<file path="src/ieg_pkg.sv">
// package for the interrupt enable gating block: offsets, fields, resets
// assumes a classic wishbone slave with 32-bit data, one register per word
package ieg_pkg;
	// register byte addresses (printed offsets are multiples of four)
	localparam logic [7:0] IEG_OFS_PRIMARY   = 8'hA8; // primary enable register
	localparam logic [7:0] IEG_OFS_SECONDARY = 8'hE8; // secondary enable register
	localparam logic [7:0] IEG_OFS_STATUS    = 8'hF0; // sticky event status
	localparam logic [7:0] IEG_OFS_MASK      = 8'hF4; // event mask
	// primary enable register fields
	localparam int IEG_B_GLOBAL = 7; // global gate
	localparam int IEG_B_PCA    = 6; // pca gate
	localparam int IEG_B_TMR2   = 5; // timer 2 overflow gate
	localparam int IEG_B_UART   = 4; // serial port gate
	localparam int IEG_B_TMR1   = 3; // timer 1 overflow gate
	localparam int IEG_B_EXT1   = 2; // external interrupt 1 gate
	localparam int IEG_B_TMR0   = 1; // timer 0 overflow gate
	localparam int IEG_B_EXT0   = 0; // external interrupt 0 gate
	// secondary enable register fields
	localparam int IEG_B_SPI    = 3; // spi gate
	localparam int IEG_B_CANTIM = 2; // can timer overrun gate
	localparam int IEG_B_ADC    = 1; // converter gate
	localparam int IEG_B_CAN    = 0; // can controller gate
	// reset values and implemented bits
	localparam logic [7:0] IEG_RST_PRIMARY   = 8'h00; // all disabled
	localparam logic [3:0] IEG_RST_SECONDARY = 4'h0;  // low nibble cleared
	localparam logic [7:0] IEG_SEC_IMPL      = 8'h0F; // implemented secondary bits
	// number of request sources, order of the request vector
	localparam int IEG_NSRC = 11; // sources handled
	localparam int IEG_I_EXT0   = 0;  // req vector index: ext 0
	localparam int IEG_I_TMR0   = 1;  // timer 0
	localparam int IEG_I_EXT1   = 2;  // ext 1
	localparam int IEG_I_TMR1   = 3;  // timer 1
	localparam int IEG_I_UART   = 4;  // serial port
	localparam int IEG_I_TMR2   = 5;  // timer 2
	localparam int IEG_I_PCA    = 6;  // pca
	localparam int IEG_I_CAN    = 7;  // can controller
	localparam int IEG_I_ADC    = 8;  // converter
	localparam int IEG_I_CANTIM = 9;  // can timer overrun
	localparam int IEG_I_SPI    = 10; // spi
	// event status bit positions
	localparam int IEG_E_BLOCKED = 0; // a request arrived while globally gated off
	localparam int IEG_E_PASSED  = 1; // a gated request reached the core
endpackage

</file>
<file path="src/ieg_top.sv">
// interrupt enable gating: two enable registers gate eleven sources
// assumes a classic wishbone master, 32-bit data, synchronous requests
//
// The Wishbone slave port was decided locally.
`timescale 1ns/1ns
////////////////////////////////////////////////////////////////////////////////
module ieg_top
	import ieg_pkg::*;
(
	input  wire logic        clk_i,      // 100 mhz system clock
	input  wire logic        rst_i,      // synchronous reset, high
	input  wire logic        cyc_i,      // wishbone cycle
	input  wire logic        stb_i,      // wishbone strobe
	input  wire logic        we_i,       // wishbone write
	input  wire logic [7:0]  adr_i,      // wishbone byte address
	input  wire logic [3:0]  sel_i,      // wishbone byte selects
	input  wire logic [31:0] dat_i,      // wishbone write data
	output logic [31:0]      dat_o,      // wishbone read data
	output logic             ack_o,      // wishbone acknowledge
	input  wire logic [10:0] src_req_i,  // raw requests, package index order
	output logic [10:0]      core_req_o, // gated requests toward the core
	output logic             irq_o       // event interrupt, level
);
	////////////////////////////////////////////////////////////////////////
	// state
	logic [7:0]  en_pri;         // primary enable register
	logic [3:0]  en_sec;         // secondary enable, implemented bits
	logic [1:0]  evt_stat;       // sticky events
	logic [1:0]  evt_mask;       // event mask
	logic [31:0] rd_data;        // registered read data
	logic        ack;            // registered ack
	logic [7:0]  next_en_pri;    // next primary
	logic [3:0]  next_en_sec;    // next secondary
	logic [1:0]  next_evt_stat;  // next status
	logic [1:0]  next_evt_mask;  // next mask
	logic [31:0] next_rd_data;   // next read data
	logic        next_ack;       // next ack
	logic [10:0] local_en;       // per-source enable vector
	logic [10:0] fwd;            // gated requests
	logic        req_take;       // a bus request taken this cycle
	logic        wr_lane0;       // write hitting the low byte lane
	logic [1:0]  evt_now;        // events seen this cycle

	////////////////////////////////////////////////////////////////////////
	// map enable bits onto the source vector
	always_comb begin
		local_en               = '0;
		local_en[IEG_I_EXT0]   = en_pri[IEG_B_EXT0];
		local_en[IEG_I_TMR0]   = en_pri[IEG_B_TMR0];
		local_en[IEG_I_EXT1]   = en_pri[IEG_B_EXT1];
		local_en[IEG_I_TMR1]   = en_pri[IEG_B_TMR1];
		local_en[IEG_I_UART]   = en_pri[IEG_B_UART];
		local_en[IEG_I_TMR2]   = en_pri[IEG_B_TMR2];
		local_en[IEG_I_PCA]    = en_pri[IEG_B_PCA];
		local_en[IEG_I_CAN]    = en_sec[IEG_B_CAN];
		local_en[IEG_I_ADC]    = en_sec[IEG_B_ADC];
		local_en[IEG_I_CANTIM] = en_sec[IEG_B_CANTIM];
		local_en[IEG_I_SPI]    = en_sec[IEG_B_SPI];
	end

	// one gate per source; combinational so enables act in the same cycle
	genvar gi;
	generate
		for (gi = 0; gi < IEG_NSRC; gi++) begin : g_gate
			ieg_gate u_gate (
				.req_i    (src_req_i[gi]),
				.local_i  (local_en[gi]),
				.global_i (en_pri[IEG_B_GLOBAL]),
				.fwd_o    (fwd[gi])
			);
		end
	endgenerate
	assign core_req_o = fwd;

	////////////////////////////////////////////////////////////////////////
	// bus decode: ack one cycle after the request, dropped the next cycle
	assign req_take = cyc_i & stb_i & ~ack;
	assign wr_lane0 = req_take & we_i & sel_i[0];
	assign evt_now[IEG_E_BLOCKED] = |src_req_i & ~en_pri[IEG_B_GLOBAL];
	assign evt_now[IEG_E_PASSED]  = |fwd;

	// register update; a byte write replaces the whole byte, bit access is
	// done by software read-modify-write, each bit stored independently
	always_comb begin
		next_en_pri   = en_pri;
		next_en_sec   = en_sec;
		next_evt_mask = evt_mask;
		next_evt_stat = evt_stat;
		next_rd_data  = rd_data;
		next_ack      = req_take;
		if (wr_lane0) begin
			case (adr_i)
				IEG_OFS_PRIMARY:   next_en_pri   = dat_i[7:0];
				IEG_OFS_SECONDARY: next_en_sec   = dat_i[3:0];
				IEG_OFS_MASK:      next_evt_mask = dat_i[1:0];
				default:           next_en_pri   = en_pri;       // unmapped: ignored
			endcase
		end
		if (req_take && !we_i) begin
			case (adr_i)
				IEG_OFS_PRIMARY:   next_rd_data = {24'h000000, en_pri};
				IEG_OFS_SECONDARY: next_rd_data = {28'h0000000, en_sec};
				IEG_OFS_STATUS: begin
					next_rd_data  = {30'h00000000, evt_stat};
					next_evt_stat = 2'h0; // read clears
				end
				IEG_OFS_MASK:      next_rd_data = {30'h00000000, evt_mask};
				default:           next_rd_data = 32'h00000000; // unmapped reads zero
			endcase
		end
		// new events win over a clearing read
		next_evt_stat = next_evt_stat | evt_now;
	end

	// registers only
	always_ff @(posedge clk_i) begin
		if (rst_i) begin
			en_pri   <= IEG_RST_PRIMARY;
			en_sec   <= IEG_RST_SECONDARY;
			evt_stat <= 2'h0;
			evt_mask <= 2'h0;
			rd_data  <= 32'h00000000;
			ack      <= 1'b0;
		end else begin
			en_pri   <= next_en_pri;
			en_sec   <= next_en_sec;
			evt_stat <= next_evt_stat;
			evt_mask <= next_evt_mask;
			rd_data  <= next_rd_data;
			ack      <= next_ack;
		end
	end

	assign dat_o = rd_data;
	assign ack_o = ack;
	// level interrupt while an unmasked event is pending
	assign irq_o = |(evt_stat & evt_mask);
endmodule

</file>
<file path="src/ieg_gate.sv">
// one source gate: request passes only with global and local enable
// assumes synchronous request levels from the peripheral
`timescale 1ns/1ns
module ieg_gate (
	input  wire logic req_i,    // raw request
	input  wire logic local_i,  // source enable
	input  wire logic global_i, // global enable
	output logic      fwd_o     // request toward the core
);
	// global gate dominates; local gate selects per source
	assign fwd_o = req_i & local_i & global_i;
endmodule

</file>
<file path="config.mk">
export PLATFORM = sky130hd
export DESIGN_NAME = ieg_top
export DESIGN_NICKNAME = d
export VERILOG_FILES = /design/src/ieg_pkg.sv /design/src/ieg_top.sv /design/src/ieg_gate.sv
export SDC_FILE = /design/constraint.sdc
export NUM_CORES = 1
export LEC_CHECK = 0
export ABC_AREA = 0
export BUFFER_PORTS_ARGS = -buffer_cell sky130_fd_sc_hd__clkbuf_2
export CORE_UTILIZATION = 44
export DETAILED_ROUTE_END_ITERATION = 8
export GPL_TIMING_DRIVEN = 0
export PLACE_DENSITY = 0.95
export SYNTH_ARGS = -nofsm -noshare
export SYNTH_HDL_FRONTEND = slang
export SYNTH_SLANG_ARGS = --single-unit
</file>
<file path="constraint.sdc">
create_clock -name clk_i -period 2.9 [get_ports clk_i]
set_input_delay 0.725 -clock clk_i [delete_from_list [all_inputs] [get_ports clk_i]]
set_output_delay 0.725 -clock clk_i [all_outputs]
set_load 0.005 [all_outputs]
</file>
==> summary.md, run 1 <==
| Metric | Value |
|---|---|
| Delay-heaviest family, CP | buffers and inverters |
| Net count reported at finish | 304 |
| Vias | approximately 1400 |
| Initial antenna violation count | 0 |
| Core Area | around 0.0031 mm2 |
| Worst hold path type | register to register |
| Max-slew violation count | 0 |
| Synth Area per Inst | 9.009 um2 |
| Longest Clk Path Bufs | 2 |
| Mapped Cells | between 150 and 200 |
| Pleak | ~0.95 nW |
| Post-synth EDFFs | 0 |
| Clock buffer count from CTS | 3 |
| Slew HR | 49.21% |
| Worst-path cell chain | clkbuf_1, and3_1, buf_4, clkbuf_2 |
| Remaining global-route overflow | 0 |
| Asr flop ratio synth | 0% |
| Setup TNS | 0 ps |
| Routability cong. | between 0.8 and 0.9 |
| H-tree Lvls | 1 |
| Seq cells post-synth | 25 |
| Die Y | around 60 um |
| Root Buffer Master | clkbuf_4 |
| Final instance area | approximately 0.0019 mm2 |
| Row cnt | 20 |
| First-pass DRT Iterations | 4 |
| P&R area growth vs syn | 28.70% |
| Launching element type of the critical path | register |
| Main area contributors after synthesis | dfxtp_1 34%, buf_4 18%, mux2i_1 13% |
| Initial Utilization | 47.52% |
| Worst-path fanout max | 10 |
| Routed WL per cell | around 13 um |
| WS Path Type | register to output port |
| Req. time, crit path | about 2200 ps |
| Status | complete, no violations |
| Routed WL | 3.672 mm |
| Min cycle time layout | between 2000 and 2500 ps |
| CTS resizes | 0 |
| Yosys cell types | 27 |
| DR iter-0 viols | 88 |
| Vias in the first global route | ~1400 |
| Final period utilization | between 70% and 80% |
| Max Cap Viol | 0 |
| Cell Area, Placed | approximately 0.0019 mm2 |
| Worst EP arrival | approximately 1600 ps |
| Yosys top cell area share | about a third |
| ANT cells | 0 |
| Worst slew pin tran | around 760 ps |
| Final setup vio count | 0 |
| Global-route wire length before repair | between 5 and 6 mm |
| RSZ-0062 raised after global routing | no |
| Hold_buf cts | 0 |
| Setup crit end kind | output port |
| Clk_lat worst skew | approximately 330 ps |
| CTS tree | yes |
| DPL Wire Length | 2.937 mm |
| Final Hold Vio Count | 0 |
| Number of remaining DRC errors | 0 |
| Top_reg_cell synth | dfxtp_1 |
| Post-CTS setup buffers | 0 |
| Pin count of the biggest net entering global routing | 16 |
| Fmax | around 430 MHz |
| Die width | 60.12 um |
| Area leader, netlist | dfxtp_1 |
| Seq/Total Area, Yosys | ~34% |
| Slowest stage delay, CP | between 400 and 500 ps |
| CP max-delay cell | dfxtp_1 |
| Bufs and invs on worst path | 3 |
| Buffers on Ports | 51 |
| Clock transition at the registers of the reported paths | 150 ps |
| Die area | between 0.003 and 0.004 mm2 |
| Vias per cell | 4.937 |
| Worst VDD drop | approximately 0.2 mV |
| Yosys warning count | 0 |
| Setup Skew | 3.352 ps |
| Synthesized cell area | 0.001486 mm2 |
| Total I/O pin count | approximately 110 |
| Clock sink count | 25 |
| Pwr/cell area | 316.1 mW/mm2 |
| Post-route ant nets | 0 |
| Layout cell share with drive strength beyond 1 | approximately 39% |
| Tot GR Track Use | between 20% and 30% |
-- layout make-up --
class	count	area, um2
multi-input cells	120	772.0
repair buffers	51	255.2
clock buffers	3	22.52
flip-flops and latches	25	500.5
inverters	1	3.754
well taps	44	55.05
plain buffers	42	296.5
clock inverters	1	7.507
fillers	306	1215
-- sequential cells by signal, summed over array words and instances, names as in the netlist --
signal	count
ack_o	1
dat_o	8
en_pri	8
en_sec	4
evt_mask	2
evt_stat	2
-- where the power goes --
group	switching, mW	internal (mW)
sequential	0.00106	0.345
clock	0.115	0.0529
combinational	0.0449	0.0458
-- Yosys cell counts (2+ instances only) --
master,n
nand3b_1,2
and3_1,11
nor3_1,2
nor4_4,2
mux2i_1,20
nor4_1,6
a22o_1,3
a22oi_1,8
nand4bb_1,2
buf_4,35
nor2_1,26
dfxtp_1,25
a21oi_1,2
o22ai_1,2
nand3_1,2
clkbuf_1,6
-- logic make-up (layout without fill, tap and decap cells) --
family	Yosys count	after routing	synth area share (%)
other	1	24	0.2523
AO/OA/AOI/OAI	19	19	9.765
flip-flops	25	25	33.67
multiplexers	20	20	13.47
AND/OR/NAND/NOR	57	57	22.64
buffers and inverters	43	98	20.20
-- stage by stage --
stage          power [mW]  util [%]  hold WS, ps  setup WS (ps)  cells
2_1_floorplan      0.4080         -        449.4          706.9    188
3_3_place_gp       0.4401     60.20        471.1          414.7    283
3_5_place_dp       0.4419     60.20        474.9          406.6    283
4_1_cts            0.6039     61.16        508.2          633.5    287
5_1_grt            0.6299     61.16        536.4          533.4    287
6_report           0.6048     61.16        505.8          580.9    287
-- cells in the final DEF, fill, tap and decap left out --
cell / count
clkbuf_2: 51
buf_4: 35
nor2_1: 26
dfxtp_1: 25
conb_1: 24
mux2i_1: 20
and3_1: 11
a22oi_1: 8
clkbuf_1: 6
nor4_1: 6
a22o_1: 3
clkbuf_4: 3
nand3b_1: 2
nand4bb_1: 2
nor4_4: 2
nand3_1: 2
nor3_1: 2
a21oi_1: 2
o22ai_1: 2
nand2_1: 1
buf_6: 1
or4b_4: 1
or3b_1: 1
a311oi_1: 1
a21o_1: 1
inv_1: 1
a222oi_1: 1
nand4_1: 1
a32o_1: 1
clkinvlp_4: 1
-- metal layers --
metal  GRT usage (%)  vias up  wire length, um
li1                -      687                -
met1           23.32      651             1477
met2           39.25       70             1910
met3           2.597        9              212
met4           11.63        0               72
met5               0        -                0
-- path summary, 6_finish.rpt --
check	from	endpoint	slack, ps	cells past startpoint
worst max-delay path	en_pri[7]	core_req_o[7]	580	4
worst min-delay path	evt_stat[0]	evt_stat[0]	510	1
worst max register to register	ack_o	en_pri[0]	1050	4
worst min register to register	evt_stat[0]	evt_stat[0]	510	1
Note: power is estimated with default switching activity, not from simulation.
==> inputs of run 2 (changes only) <==
--- a/config.mk
+++ b/config.mk
@@ -7,10 +7,10 @@
 export LEC_CHECK = 0
 export ABC_AREA = 0
 export BUFFER_PORTS_ARGS = -buffer_cell sky130_fd_sc_hd__clkbuf_2
-export CORE_UTILIZATION = 44
+export CORE_UTILIZATION = 37
 export DETAILED_ROUTE_END_ITERATION = 8
 export GPL_TIMING_DRIVEN = 0
-export PLACE_DENSITY = 0.95
+export PLACE_DENSITY = 0.88
 export SYNTH_ARGS = -nofsm -noshare
 export SYNTH_HDL_FRONTEND = slang
 export SYNTH_SLANG_ARGS = --single-unit
==> constraint.sdc (replaced) <==
create_clock -name clk_i -period 2.1 [get_ports clk_i]
set_input_delay 0.525 -clock clk_i [delete_from_list [all_inputs] [get_ports clk_i]]
set_output_delay 0.525 -clock clk_i [all_outputs]
set_load 0.005 [all_outputs]
==> run 2 against run 1 <==
Net effect:
- sequential power increased by 38%
- register-to-register slack lost 590 ps
- worst setup slack worse by 460 ps
- cell area up 2.3%
- via count decreased by 1.5%
- worst hold slack lost 20 ps
- global-route usage decreased by 3.4 points
- critical path depth stayed put
- highest routed layer unchanged
- power up 48%
- cell count rose by 1.7%
- first-iteration DRC count shrank 72%
- sequential share of layout area fell by 0.59 points
==> summary.md, run 2 (synthesis results as in run 1) <==
| Metric | Value |
|---|---|
| Worst-path cell chain | clkbuf_1, and3_1, buf_4, clkbuf_2 |
| CP max-delay cell | dfxtp_1 |
| Hold_ws | 486.2 ps (-19.59 ps) |
| Vias in the first global route | 1306 (-4.3%) |
| CTS resizes | 0 (unchanged) |
| Die area | 0.004275 mm2 (+18%) |
| First-pass DRT Iterations | 4 (unchanged) |
| DR iter-0 viols | 25 (-72%) |
| Layout cell share with drive strength beyond 1 | 38.93% (+0.25 points) |
| Pin count of the biggest net entering global routing | 16 (unchanged) |
| Clock sink count | 25 (unchanged) |
| Fmax | around 500 MHz |
| Setup TNS | 0 ps (unchanged) |
| Commonest non-fill, non-tap cell in the layout | clkbuf_2 |
| Pwr/cell area | 457.5 mW/mm2 (+45%) |
| Min cycle time layout | a little under 2000 ps |
| Slowest stage delay, CP | 430 ps (-30 ps) |
| CTS tree | yes |
| Commonest cells after routing, fill and taps aside | 51 x clkbuf_2, 35 x buf_4, 26 x nor2_1 |
| Vias per cell | 4.781 (-3.2%) |
| Worst-path fanout max | 10 (unchanged) |
| Routability cong. | 0.8593 (+4.8%) |
| Reg-to-reg slack, setup | 460 ps (-590 ps) |
| Req. time, crit path | 1570 ps (-600 ps) |
| DPL Wire Length | 3.005 mm (+2.3%) |
| Clk_lat worst skew | 270 ps (-60 ps) |
| Routed WL per cell | 12.70 um (-0.78%) |
| Worst VDD drop | 0.2230 mV (+11%) |
| Routed WL | 3.707 mm (+0.95%) |
| Global-route wire length before repair | 5.809 mm (+1.9%) |
| Post-route ant nets | 0 (unchanged) |
| Clock transition at the registers of the reported paths | 90 ps (-60 ps) |
| Vias | 1396 (-1.5%) |
| Buffers on Ports | 51 (unchanged) |
| WS Path Type | register to output port |
| Setup crit end kind | output port |
| Bufs and invs on worst path | 3 (unchanged) |
| P&R area growth vs syn | 31.65% |
| Initial antenna violation count | 0 (unchanged) |
| Total I/O pin count | 105 (unchanged) |
| Core Area | 0.003744 mm2 (+20%) |
| Worst slew pin tran | 535.9 ps (-220.2 ps) |
| Clock buffer count from CTS | 3 (unchanged) |
| Final setup vio count | 0 (unchanged) |
| RSZ-0062 raised after global routing | no |
| Die width | 65.38 um (+8.7%) |
| Number of remaining DRC errors | 0 (unchanged) |
| Final period utilization | a little over nine tenths |
| Setup Skew | 4.104 ps (+0.7520 ps) |
| Final Hold Vio Count | 0 (unchanged) |
| Net count reported at finish | 305 (+0.33%) |
| Row cnt | 22 (+10%) |
| Launching element type of the critical path | register |
| Final cell utilization of the core | 52.27% (-8.9 points) |
| Max Cap Viol | 0 (unchanged) |
| Status | complete, no violations |
| Worst hold path type | input port to register |
| Die Y | 65.38 um (+8.7%) |
| Max-slew violation count | 0 (unchanged) |
| Longest Clk Path Bufs | 2 (unchanged) |
| Root Buffer Master | clkbuf_8 |
| Delay-heaviest family, CP | buffers and inverters |
| Remaining global-route overflow | 0 (unchanged) |
| ANT cells | 0 (unchanged) |
| Tot GR Track Use | 17.93% (-3.4 points) |
| Cell Count, Final, Fillers Out | 292 (+1.7%) |
| Initial Utilization | 39.71% (-7.8 points) |
| Pleak | 0.9692 nW (+1.7%) |
| Placed Cells | 287 (+1.4%) |
| Worst EP arrival | 1460 ps (-130 ps) |
| H-tree Lvls | 1 (unchanged) |
| Slew HR | 63.95% (+15 points) |
[run 2: changes by cell type in the layout (fill, tap and decap cells not counted)]
cell	delta
buf_12	+1
clkbuf_4	-3
clkbuf_8	+3
[run 2: final timing paths]
kind / to / from / depth (start not counted)
min reg2reg: dat_o[2] / dat_o[2] / 2
max: core_req_o[9] / en_pri[7] / 4
max reg2reg: evt_mask[1] / ack_o / 4
min: en_pri[5] / dat_i[5] / 3
[run 2: per-layer routing]
metal | global-route usage (%) | share of wire [%]
met5 | 0 | 0
met4 | 6.793 | 2.2
met3 | 3.646 | 8.1
met2 | 32.86 | 51
met1 | 20.09 | 38
[run 2: repair_timing]
action / CTS / global route
hold buffers: 0 / 0
buffers inserted: 0 / 1
endpoints found under the setup margin: 0 / 7
hold endpoints to repair: 0 / 0
[run 2: cell type report]
class                   count  area, um2
flip-flops and latches     25      500.5
clock inverters             1      7.507
inverters                   1      3.754
clock buffers               3      41.29
repair buffers             52      275.3
well taps                  48      60.06
multi-input cells         120      772.0
plain buffers              42      296.5
fillers                   376       1787
[run 2: per-stage QoR]
stage / total power, mW / cell area (um2) / worst slack, ps
final: 0.8953 / 1957 / 116.8
after global routing: 0.9367 / 1957 / 33.01
after CTS: 0.8996 / 1937 / 73.52
after detailed placement: 0.6096 / 1888 / -221.9
after global placement: 0.6084 / 1888 / -172.9
after floorplan: 0.5634 / 1573 / 106.9
[run 2: worst min-delay path, cell delays in order]
cell and delay (ps):
clkbuf_2 70, mux2i_1 60, nor2_1 70
[run 2: power breakdown]
| part | switching (mW) | internal [mW] |
|---|---|---|
| Combinational | 0.0610 | 0.0632 |
| Clock | 0.159 | 0.135 |
| Sequential | 0.00161 | 0.476 |
| Total | 0.222 | 0.674 |
==> inputs of run 3 (changes only) <==
--- a/config.mk
+++ b/config.mk
@@ -10,7 +10,7 @@
 export CORE_UTILIZATION = 37
 export DETAILED_ROUTE_END_ITERATION = 8
 export GPL_TIMING_DRIVEN = 0
-export PLACE_DENSITY = 0.88
+export PLACE_DENSITY_LB_ADDON = 0.2
 export SYNTH_ARGS = -nofsm -noshare
 export SYNTH_HDL_FRONTEND = slang
 export SYNTH_SLANG_ARGS = --single-unit
==> run 3 against run 2 <==
Net effect:
- wire length down 4.9%
- worst setup slack improved by 160 ps
- cell area about the same
- utilization about the same
- worst hold slack worse by 11 ps
- flip-flop and latch count unchanged
- largest power group unchanged
- power rose by 0.44%
- sequential share of layout area about the same
- global-route usage fell by 0.85 points
- clock power up 1%
- non-clock buffer count unchanged
==> summary.md, run 3 (synthesis results as in run 1) <==
| Metric | Value |
|---|---|
| Status | complete, no violations |
| Worst hold start | dat_i[4] |
| CP max-delay cell | or4b_4 |
| Min cycle time layout | 1824 ps (-158.8 ps) |
| Register-to-Register Path Depth | 4 (unchanged) |
| FF-to-FF Start | ack_o |
| Cell Count, Final, Fillers Out | 292 (unchanged) |
| Worst-path cell chain | clkbuf_2, or4b_4, nor4_4, buf_12, mux2i_1, nor2_1 |
| Worst Hold Path EP | en_pri[4] |
| Routability cong. | 0.8214 (-4.4%) |
| Internal power | 0.6738 mW (about the same) |
| Logic pwr share | 13.8% (about the same) |
| Max-slew violation count | 0 (unchanged) |
| Vias | 1374 (-1.6%) |
| Commonest cells after routing, fill and taps aside | 52 x clkbuf_2, 35 x buf_4, 26 x nor2_1 |
| Bufs and invs on worst path | 2 (-1) |
| Reg-to-reg slack, setup | 460 ps (about the same) |
| Tot GR Track Use | 17.07% (-0.85 points) |
| Initial Utilization | 39.71% (unchanged) |
| Initial antenna violation count | 0 (unchanged) |
| Setup WS pre-CTS | -257.4 ps (-35.47 ps) |
| Worst VDD drop | 0.2535 mV (+14%) |
| Final Hold Vio Count | 0 (unchanged) |
| Multi-input combinational cell area | 772.0 um2 (unchanged) |
| Vias per cell | 4.705 (-1.6%) |
| Hold Crit Depth | 3 (unchanged) |
| Total Power | 0.8992 mW (+0.44%) |
| WS Path Type | input port to register |
| Clk_lat worst skew | 280 ps (about the same) |
| Fmax | 548.1 MHz (+8.7%) |
| Max Cap Viol | 0 (unchanged) |
| Sw frac | 25.06% (+0.31 points) |
| Worst EP arrival | 1980 ps (+520 ps) |
| Clk pwr share | 33.1% (+0.3 points) |
| RSZ-0062 raised after global routing | no |
| Pin count of the biggest net entering global routing | 16 (unchanged) |
| Global-route wire length before repair | 5.520 mm (-5.0%) |
| Total I/O pin count | 105 (unchanged) |
| Number of remaining DRC errors | 0 (unchanged) |
| Hold_buf cts | 0 (unchanged) |
| Clock transition at the registers of the reported paths | 90 ps (about the same) |
| ANT cells | 0 (unchanged) |
| DR iter-0 viols | 68 (+170%) |
| Seq pwr share | 53.1% (-0.2 points) |
| DPL Wire Length | 2.778 mm (-7.6%) |
| Setup crit end kind | register |
| Slowest stage delay, CP | 580 ps (+150 ps) |
| Final period utilization | 86.88% (-7.6 points) |
| Remaining global-route overflow | 0 (unchanged) |
| First-pass DRT Iterations | 4 (unchanged) |
| Clock sink count | 25 (unchanged) |
| CTS tree | yes |
| Worst reg2reg path endpoint | evt_mask[1] |
| Longest Clk Path Bufs | 2 (unchanged) |
| Routed WL per cell | 12.08 um (-4.9%) |
| Layout cell share with drive strength beyond 1 | 39.34% (+0.41 points) |
| Pwr/cell area | 459.2 mW/mm2 (+0.37%) |
| Post-route ant nets | 0 (unchanged) |
| H-tree Lvls | 1 (unchanged) |
| Delay-heaviest family, CP | simple AND/OR/NAND/NOR gates |
| Fill cells | 381 (+1.3%) |
| Req. time, crit path | 2250 ps (+680 ps) |
| NetSw | 0.2254 mW (+1.7%) |
| Setup Skew | 5.630 ps (+1.526 ps) |
| Flip-flop and latch area | 500.5 um2 (unchanged) |
| P&R area growth vs syn | 31.73% (about the same) |
| Vias in the first global route | 1206 (-7.7%) |
| Net count reported at finish | 305 (unchanged) |
| Setup ws final | 275.6 ps (+158.8 ps) |
| Worst-path fanout max | 8 (-2) |
| Pleak | 0.9727 nW (+0.36%) |
| Die Y | 65.38 um (unchanged) |
| Worst slew pin tran | 553.6 ps (+17.70 ps) |
| Placed Cells | 287 (unchanged) |
| Core Area | 0.003744 mm2 (unchanged) |
| Clock buffer count from CTS | 3 (unchanged) |
| Slew HR | 62.75% (-1.2 points) |
| Die width | 65.38 um (unchanged) |
| Row cnt | 22 (unchanged) |
| Worst hold path type | input port to register |
| Commonest non-fill, non-tap cell in the layout | clkbuf_2 |
| Launching element type of the critical path | input port |
| Routed WL | 3.526 mm (-4.9%) |
| Root Buffer Master | clkbuf_8 |
| Final setup vio count | 0 (unchanged) |
| Buffers on Ports | 51 (unchanged) |
| Die area | 0.004275 mm2 (unchanged) |
run 3: cell counts in the layout (fill, tap and decap cells not counted):
No cell type changed its count.
run 3: through the flow:
step / setup TNS, ps / hold WS [ps] / utilization (%) / area, um2
3_5_place_dp: -1966 / 474.4 / 50.43 / 1888
2_1_floorplan: 0 / 449.4 / - / 1573
3_3_place_gp: -1886 / 465.0 / 50.43 / 1888
4_1_cts: 0 / 473.1 / 51.74 / 1937
5_1_grt: 0 / 492.6 / 52.31 / 1958
6_report: 0 / 474.9 / 52.31 / 1958
run 3: area by class of cell:
cell class                      instances  share of cell area [%]
Clock buffer                            3                   2.109
Multi-Input combinational cell        120                   39.42
Tap cell                               48                   3.067
Inverter                                1                  0.1917
Sequential cell                        25                   25.56
Timing Repair Buffer                   52                   14.06
Buffer                                 42                   15.21
Clock inverter                          1                  0.3834
run 3: worst register-to-register path, stage by stage, from the launching register on:
cell,delay (ps)
dfxtp_1,330
nand3b_1,300
nor4_1,590
mux2i_1,250
nor2_1,50
run 3: timing repair:
action,in CTS,in global routing
buffers inserted,0,1
setup endpoints to repair,0,7
resized for setup,0,2
hold endpoints to repair,0,0
run 3: worst max path at each step:
stage / startpoint / endpoint / cells past startpoint
6_report: adr_i[2] / en_pri[7] / 6
5_1_grt: en_pri[7] / core_req_o[8] / 4
4_1_cts: adr_i[2] / en_pri[7] / 5
3_5_place_dp: adr_i[2] / en_pri[7] / 5
3_3_place_gp: adr_i[2] / en_pri[2] / 5
2_1_floorplan: adr_i[6] / en_pri[0] / 5
run 3: routing by layer:
metal,GRT usage (%),vias to the layer above,part of all wire [%]
met4,6.522,0,1.3
met3,3.819,5,8.5
met2,28.35,55,47
met1,21.31,618,43
met5,0,-,0
li1,-,696,-
run 3: power by group through the flow:
stage	registers [mW]	logic, mW	clock network (mW)
floorplan	0.488	0.0751	0
global placement	0.488	0.122	0
detailed placement	0.488	0.122	0
CTS	0.477	0.122	0.305
global route	0.478	0.137	0.327
finish	0.477	0.124	0.298
